===== src/hdl/hpsel_pkg.sv =====
package hpsel_pkg;

	// ****************************************************************
	// clock and timing
	// ****************************************************************
	localparam int unsigned CLK_FREQ_HZ        = 20000000;
	localparam int unsigned CLK_PER_NS         = 50;
	// settle pause after a priority change, least value, microseconds
	localparam int unsigned SETTLE_PAUSE_US    = 2000;
	// unplug switch interval, least value, milliseconds
	localparam int unsigned SWITCH_INTERVAL_MS = 170;
	// shortest low pulse that must be repeated, nanoseconds
	localparam int unsigned MIN_PULSE_NS       = 100;
	// longest allowed repeat delay, nanoseconds
	localparam int unsigned REPEAT_DELAY_NS    = 110;

	localparam int unsigned TMR_W = 22;
	localparam int unsigned SETTLE_CYC_INT =
		(SETTLE_PAUSE_US * (CLK_FREQ_HZ / 1000000));
	localparam int unsigned SWITCH_CYC_INT =
		(SWITCH_INTERVAL_MS * (CLK_FREQ_HZ / 1000));
	localparam logic [TMR_W-1:0] SETTLE_CYC = TMR_W'(SETTLE_CYC_INT);
	localparam logic [TMR_W-1:0] SWITCH_CYC = TMR_W'(SWITCH_CYC_INT);
	// repeat delay limit in whole clock cycles (two); one register stage fits in it
	localparam int unsigned REPEAT_DELAY_CYC = REPEAT_DELAY_NS / CLK_PER_NS;

	// ****************************************************************
	// states
	// ****************************************************************
	typedef enum logic [3:0]
	{
		ST_IDLE   = 4'h1,
		ST_ACTIVE = 4'h2,
		ST_SETTLE = 4'h4,
		ST_FORCE  = 4'h8
	} hpsel_state_e;

endpackage


===== src/hdl/hpsel_port_select.sv =====
`timescale 1ns/1ns
// Notes on behaviour
// both plug inputs low: low power, outputs high impedance, link shut down
// one plug input rises: select that port, enable and repeat its level
// both plug inputs high: priority input decides the selected port
// low power allowed low at plug: stay low power but select and repeat
// low power allowed high at plug: enable main link and auxiliary paths
// low pulses on selected input repeat on output with same width
// sink keeps interrupt pulses at least the minimum repeatable width
// sole port low longer than switch interval: unplug, enter low power
// that port high again: wake exactly as on a first plug
// both high, selected low longer than switch interval: select other port
// priority port high and selected: ignore the other port entirely
// priority port rises while other selected: force output low one interval
// priority input low during forced interval restarts the interval
// forced interval over: select priority port, repeat its level again
// a low port is never selected; priority change alone then does nothing
// both high and priority input changes: move selection to other port
// priority change waits the settle pause first, filtering glitches
// after settle pause: forced low interval, then switch as on arrival
// settle pause lies between 2 and 4.7 ms
// switch interval lies between 170 and 400 ms
// low pulses of 100 ns or more are repeated
// priority input high favours port a, low favours port b
// timers count the system clock, limits are parameters
module hpsel_port_select
#(
	parameter logic [hpsel_pkg::TMR_W-1:0] SETTLE_CYC = hpsel_pkg::SETTLE_CYC,
	parameter logic [hpsel_pkg::TMR_W-1:0] SWITCH_CYC = hpsel_pkg::SWITCH_CYC
)
(
	input  wire logic clk_sys,
	input  wire logic nrst,
	input  wire logic clk_en,
	input  wire logic plug_detect_in_port_a,
	input  wire logic plug_detect_in_port_b,
	input  wire logic priority_port_a,
	input  wire logic low_power_allow_n,
	output logic      sel_port_b_q,
	output logic      sel_valid_q,
	output logic      plug_detect_out_q,
	output logic      plug_detect_out_oe_q,
	output logic      link_enable_q,
	output logic      low_power_q
);
	import hpsel_pkg::*;

	// ****************************************************************
	// state
	// ****************************************************************
	hpsel_state_e           st_q;
	hpsel_state_e           st_d;
	logic [TMR_W-1:0]       tmr_q;
	logic [TMR_W-1:0]       tmr_d;
	logic                   sel_d;
	logic                   link_d;
	logic                   out_d;
	logic                   a_prev_q;
	logic                   b_prev_q;
	logic                   prio_prev_q;
	logic                   sel_in;
	logic                   oth_in;
	logic                   pri_b;
	logic                   pri_in;
	logic                   pri_rise;
	logic                   both_high;
	logic                   prio_chg;

	// ****************************************************************
	// next state
	// ****************************************************************
	always_comb
	begin
		sel_in    = sel_port_b_q ? plug_detect_in_port_b : plug_detect_in_port_a;
		oth_in    = sel_port_b_q ? plug_detect_in_port_a : plug_detect_in_port_b;
		pri_b     = ~priority_port_a;
		pri_in    = pri_b ? plug_detect_in_port_b : plug_detect_in_port_a;
		pri_rise  = pri_b ? (plug_detect_in_port_b & ~b_prev_q)
		                  : (plug_detect_in_port_a & ~a_prev_q);
		both_high = plug_detect_in_port_a & plug_detect_in_port_b;
		prio_chg  = priority_port_a ^ prio_prev_q;
		st_d      = st_q;
		tmr_d     = tmr_q;
		sel_d     = sel_port_b_q;
		link_d    = link_enable_q;
		case (st_q)
			ST_IDLE:
			begin
				// asleep, pins released
				tmr_d  = '0;
				link_d = 1'b0;
				if (plug_detect_in_port_a | plug_detect_in_port_b)
				begin
					st_d   = ST_ACTIVE;
					// only a high port can win
					sel_d  = both_high ? pri_b : plug_detect_in_port_b;
					link_d = low_power_allow_n;
				end
			end
			ST_ACTIVE:
			begin
				// the timer measures how long the selected input stays low
				tmr_d = sel_in ? '0 : TMR_W'(tmr_q + 1'b1);
				if (!sel_in && (tmr_q == SWITCH_CYC - 1'b1))
				begin
					tmr_d = '0;
					if (oth_in)
						sel_d = ~sel_port_b_q;
					else
					begin
						st_d   = ST_IDLE;
						link_d = 1'b0;
					end
				end
				else if (sel_in && both_high && prio_chg)
				begin
					st_d  = ST_SETTLE;
					tmr_d = '0;
				end
				else if (sel_in && (sel_port_b_q != pri_b) && pri_rise)
				begin
					st_d  = ST_FORCE;
					tmr_d = '0;
				end
				// priority port selected and high: the other port cannot move it, only a priority change can
			end
			ST_SETTLE:
			begin
				tmr_d = TMR_W'(tmr_q + 1'b1);
				if (!both_high)
				begin
					// one port left: priority no longer matters
					st_d  = ST_ACTIVE;
					tmr_d = '0;
				end
				else if (prio_chg)
					tmr_d = '0;
				else if (tmr_q == SETTLE_CYC - 1'b1)
				begin
					tmr_d = '0;
					st_d  = (sel_port_b_q != pri_b) ? ST_FORCE : ST_ACTIVE;
				end
			end
			ST_FORCE:
			begin
				if (!pri_in)
					tmr_d = '0;
				else if (tmr_q == SWITCH_CYC - 1'b1)
				begin
					st_d  = ST_ACTIVE;
					sel_d = pri_b;
					tmr_d = '0;
				end
				else
					tmr_d = TMR_W'(tmr_q + 1'b1);
			end
			default:
			begin
				st_d   = ST_IDLE;
				tmr_d  = '0;
				link_d = 1'b0;
			end
		endcase
		// one flop of delay keeps the repeat within its window and pulse widths equal
		out_d = ((st_d == ST_ACTIVE) || (st_d == ST_SETTLE))
		        & (sel_d ? plug_detect_in_port_b : plug_detect_in_port_a);
	end

	// ****************************************************************
	// registers
	// ****************************************************************
	always_ff @(posedge clk_sys or negedge nrst)
	begin
		if (!nrst)
		begin
			st_q                 <= ST_IDLE;
			tmr_q                <= '0;
			sel_port_b_q         <= 1'b0;
			sel_valid_q          <= 1'b0;
			plug_detect_out_q    <= 1'b0;
			plug_detect_out_oe_q <= 1'b0;
			link_enable_q        <= 1'b0;
			low_power_q          <= 1'b1;
			a_prev_q             <= 1'b0;
			b_prev_q             <= 1'b0;
			prio_prev_q          <= 1'b0;
		end
		else if (clk_en)
		begin
			st_q                 <= st_d;
			tmr_q                <= tmr_d;
			sel_port_b_q         <= sel_d;
			sel_valid_q          <= (st_d != ST_IDLE);
			plug_detect_out_q    <= out_d;
			plug_detect_out_oe_q <= (st_d != ST_IDLE);
			link_enable_q        <= link_d;
			low_power_q          <= ~link_d;
			a_prev_q             <= plug_detect_in_port_a;
			b_prev_q             <= plug_detect_in_port_b;
			prio_prev_q          <= priority_port_a;
		end
	end
endmodule


===== config.mk =====
export PLATFORM = sky130hd
export DESIGN_NAME = hpsel_port_select
export DESIGN_NICKNAME = d
export VERILOG_FILES = /design/src/hdl/hpsel_pkg.sv /design/src/hdl/hpsel_port_select.sv
export SDC_FILE = /design/constraint.sdc
export NUM_CORES = 1
export LEC_CHECK = 0
export ABC_AREA = 1
export BUFFER_PORTS_ARGS = -buffer_cell sky130_fd_sc_hd__buf_2
export CAP_MARGIN = 0
export CORE_ASPECT_RATIO = 0.9
export CORE_MARGIN = 3
export CORE_UTILIZATION = 23
export CTS_CLUSTER_SIZE = 14
export DETAILED_ROUTE_END_ITERATION = 12
export GPL_ROUTABILITY_DRIVEN = 0
export GPL_TIMING_DRIVEN = 1
export PLACE_DENSITY_LB_ADDON = 0.25
export SYNTH_ARGS = -nofsm -noshare
export SYNTH_HDL_FRONTEND = slang
export SYNTH_SLANG_ARGS = --single-unit
export TNS_END_PERCENT = 100

===== constraint.sdc =====
create_clock -name clk_sys -period 5.5 [get_ports clk_sys]
set_clock_uncertainty 0.15 [all_clocks]
set_input_delay 0.55 -clock clk_sys [delete_from_list [all_inputs] [get_ports clk_sys]]
set_output_delay 0.55 -clock clk_sys [all_outputs]
set_load 0.005 [all_outputs]

==> impl_metrics.tcl <==
set metrics [dict create \
    status "finished clean" \
    netlist_area_um2 2221 \
    clkPwrFrac_pct 32.4 \
    wl_um 5525 \
    cpPeakStageDelay_ps 410 \
    share_comb_of_total_power_pct 23.2 \
    p_int_w 0.0004679 \
    antenna_cells 0 \
    crit_arrival_ps 2160 \
    cp_max_fo 12 \
    drc_errors 0 \
    finalCriticalPeriod_ps 2166 \
    reg2reg_slack_ps 3330 \
    die_w_um 109.6 \
    yosysSeqAreaShare_pct 38.42 \
    netSwitchingFraction_pct 32.38 \
    post_cts.repair.setup_buffers 0 \
    core.rowCount 33 \
    fp.dieArea_um2 10870 \
    dpl_worst_slack_ps 3252 \
    nets 329 \
    start_util_pct 24.01 \
    grt_pass1_wl_um 9480 \
    irDropWorstVdd_uv 108.6 \
    vias 1979 \
    io_pins 13 \
    cp.required_ps 5490 \
    dp_hpwl_um 4057 \
    fin_ws_ps 3334 \
    ys_types 36 \
    drt_iter0_markers 89 \
    regArea_um2 853.3 \
    max_freq_mhz 461.8 \
    ctsHoldBuffers 0 \
    hold_path_class "input pin to asynchronous set/reset pin" \
    synth-edff-count 0 \
    track_usage_pct 11.12 \
    clock_sinks 34 \
    vias_per_cell 4.457 \
    slew_violations 0 \
    crit_chain "ha_1, nand3_2, nor2_4, nand3_1, o21ai_0, nand2_1, nand3_2, inv_2, nand3_1, o21ai_0" \
    synthFlopType "dfrtp_1" \
    critPathSlowestCell "dfrtp_1" \
    setup-tns-final_ps 0 \
    syn-num-nets 317 \
    die-height_um 99.22 \
    multi_input_area_um2 1144 \
    power.switching_w 0.0002241 \
    worst_slew_pin_slew_ps 807.5 \
    setup_viol 0 \
    synth_warnings 0 \
    synthCells 309 \
    grt_pass1_vias 1872 \
    period_share_pct 39.37 \
    io_buffer_count 12 \
    numCtsBuffers 5 \
    clk_latency_ps 290 \
    cts_resized 0 \
    sequentialPowerShare_pct 44.5 \
    clockRootBuffer "clkbuf_8" \
    startpoint_type "flip-flop" \
    wire_per_inst_um 12.44 \
    ant_nets 0 \
    area_delta_synth_final_pct 12.90 \
    core_um2 9249 \
    drive_above_1_share_pct 13.04 \
    synth-async-reset-ratio_pct 100.0 \
    rsz0062_at_grt "false" \
    maxSlewHeadroom_pct 46.17 \
    path_class "flip-flop to flip-flop" \
    tritoncts "built" \
    clock_path_buffers 2 \
    h-tree-depth 2 \
    antenna_found_initial 0 \
    drv_cap 0 \
    synth_seq_cells 34 \
    leakagePower_nw 1.166 \
    grt_max_degree 35 \
    fillers 1049 \
    gr-total-overflow 0 \
    critPathCaptureType "flip-flop" \
    power_density_nw_per_um2 276.0 \
    syn_area_per_cell_um2 7.187 \
    hold_viol 0 \
    dr.pass1.iters 5 \
    clk_pin_slew_ps 70 \
]
[state kept, by name (all words and copies together), names as in the netlist]
| name | cells |
|---|---|
| st_q | 4 |
| plug_detect_out_oe_q | 1 |
| link_enable_q | 1 |
| tmr_q | 22 |
| sel_port_b_q | 1 |
| a_prev_q | 1 |
| plug_detect_out_q | 1 |
| prio_prev_q | 1 |
| b_prev_q | 1 |
| low_power_q | 1 |
[Yosys cell counts, types with 3 or more instances]
master	number	share of area, %
nand2_1	70	12
inv_1	46	7.8
dfrtp_1	32	36
nand3_1	30	6.8
nor2_1	29	4.9
o21ai_0	23	5.2
o22ai_1	11	3.1
xor2_1	10	3.9
nand4_1	7	2.0
nand3_2	5	2.3
nor2_2	4	1.1
a21oi_1	3	0.68
clkbuf_1	3	0.51
inv_2	3	0.51
nor3_1	3	0.68
xnor2_1	3	1.2
[worst paths after layout]
| check | end | depth (start not counted) | startpoint |
|---|---|---|---|
| setup / recovery | tmr_q[4]$_DFFE_PN0P_ | 10 | tmr_q[0]$_DFFE_PN0P_ |
| hold / removal | tmr_q[14]$_DFFE_PN0P_ | 1 | nrst |
| setup reg to reg | tmr_q[4]$_DFFE_PN0P_ | 10 | tmr_q[0]$_DFFE_PN0P_ |
| hold reg to reg | low_power_q$_DFFE_PN1P_ | 2 | low_power_q$_DFFE_PN1P_ |
| max in group asynchronous | link_enable_q$_DFFE_PN0P_ | 1 | nrst |
| min in group clk_sys | low_power_q$_DFFE_PN1P_ | 2 | low_power_q$_DFFE_PN1P_ |
[final cells by class]
cell class,instances,area share [%]
well taps,122,6.088
flip-flops and latches,34,34.03
multi-input cells,218,45.61
inverters,50,7.485
repair buffers,12,2.395
clock buffers,8,4.391
[per-stage QoR]
step           instance area (um2)  utilization, %  hold slack, ps  total power [W]  instances
2_1_floorplan                 2221               -           104.4        0.0004250        309
3_3_place_gp                  2397           25.92           306.5        0.0004755        436
3_5_place_dp                  2397           25.92           315.2        0.0004744        436
4_1_cts                       2507           27.11           228.8        0.0007064        444
5_1_grt                       2507           27.11           262.4        0.0007452        444
6_report                      2507           27.11           205.0        0.0006920        444
[power groups by stage]
stage / combinational, W / clock, W / sequential, W
floorplan: 0.000122 / 0 / 0.000303
detailed placement: 0.000161 / 0 / 0.000313
global route: 0.000187 / 0.000245 / 0.000314
CTS: 0.000162 / 0.000236 / 0.000308
global placement: 0.000164 / 0 / 0.000312
finish: 0.000160 / 0.000224 / 0.000308
[critical path, delay by kind of cell, from the launching register on]
kind	cells	cell delay, ps
adders and majority gates	1	220
buffers and inverters	1	160
AOI/OAI and AO/OA	2	190
and+or+nand+nor	6	890
DFF	1	410
[cell families after synthesis]
| kind of cell | after synthesis | share of synthesized area (%) |
|---|---|---|
| fa+ha+maj | 1 | 0.5633 |
| flops | 34 | 38.42 |
| xor+xnor | 13 | 5.127 |
| compound gates | 48 | 12.56 |
| buf+inv | 57 | 10.08 |
| simple gates | 156 | 33.24 |
[metal layers]
metal / routed length [um] / track usage, % / vias up
li1: - / - / 1026
met1: 2794 / 16.06 / 920
met2: 2482 / 16.56 / 28
met3: 204 / 2.726 / 5
met4: 44 / 2.876 / 0
met5: 0 / 0 / -
[layout by cell type, fill, tap and decap left out, types with 2 or more instances in the layout]
cell | Yosys | final
nor2_1 | 29 | 29
nor2_2 | 4 | 4
inv_1 | 46 | 46
a31oi_1 | 2 | 2
dfstp_2 | 2 | 2
dfrtp_1 | 32 | 32
o21ai_0 | 23 | 23
inv_2 | 3 | 3
nand3_2 | 5 | 5
buf_2 | 2 | 12
nor3_1 | 3 | 3
nor4_1 | 2 | 2
nand4_1 | 7 | 7
o21ai_1 | 2 | 2
o22ai_1 | 11 | 11
a21oi_1 | 3 | 3
nand2_1 | 70 | 70
xnor2_1 | 3 | 3
xor2_1 | 10 | 10
clkbuf_8 | 0 | 8
o21a_1 | 2 | 2
nand3_1 | 30 | 30
Power figures use the tool's default switching activity.
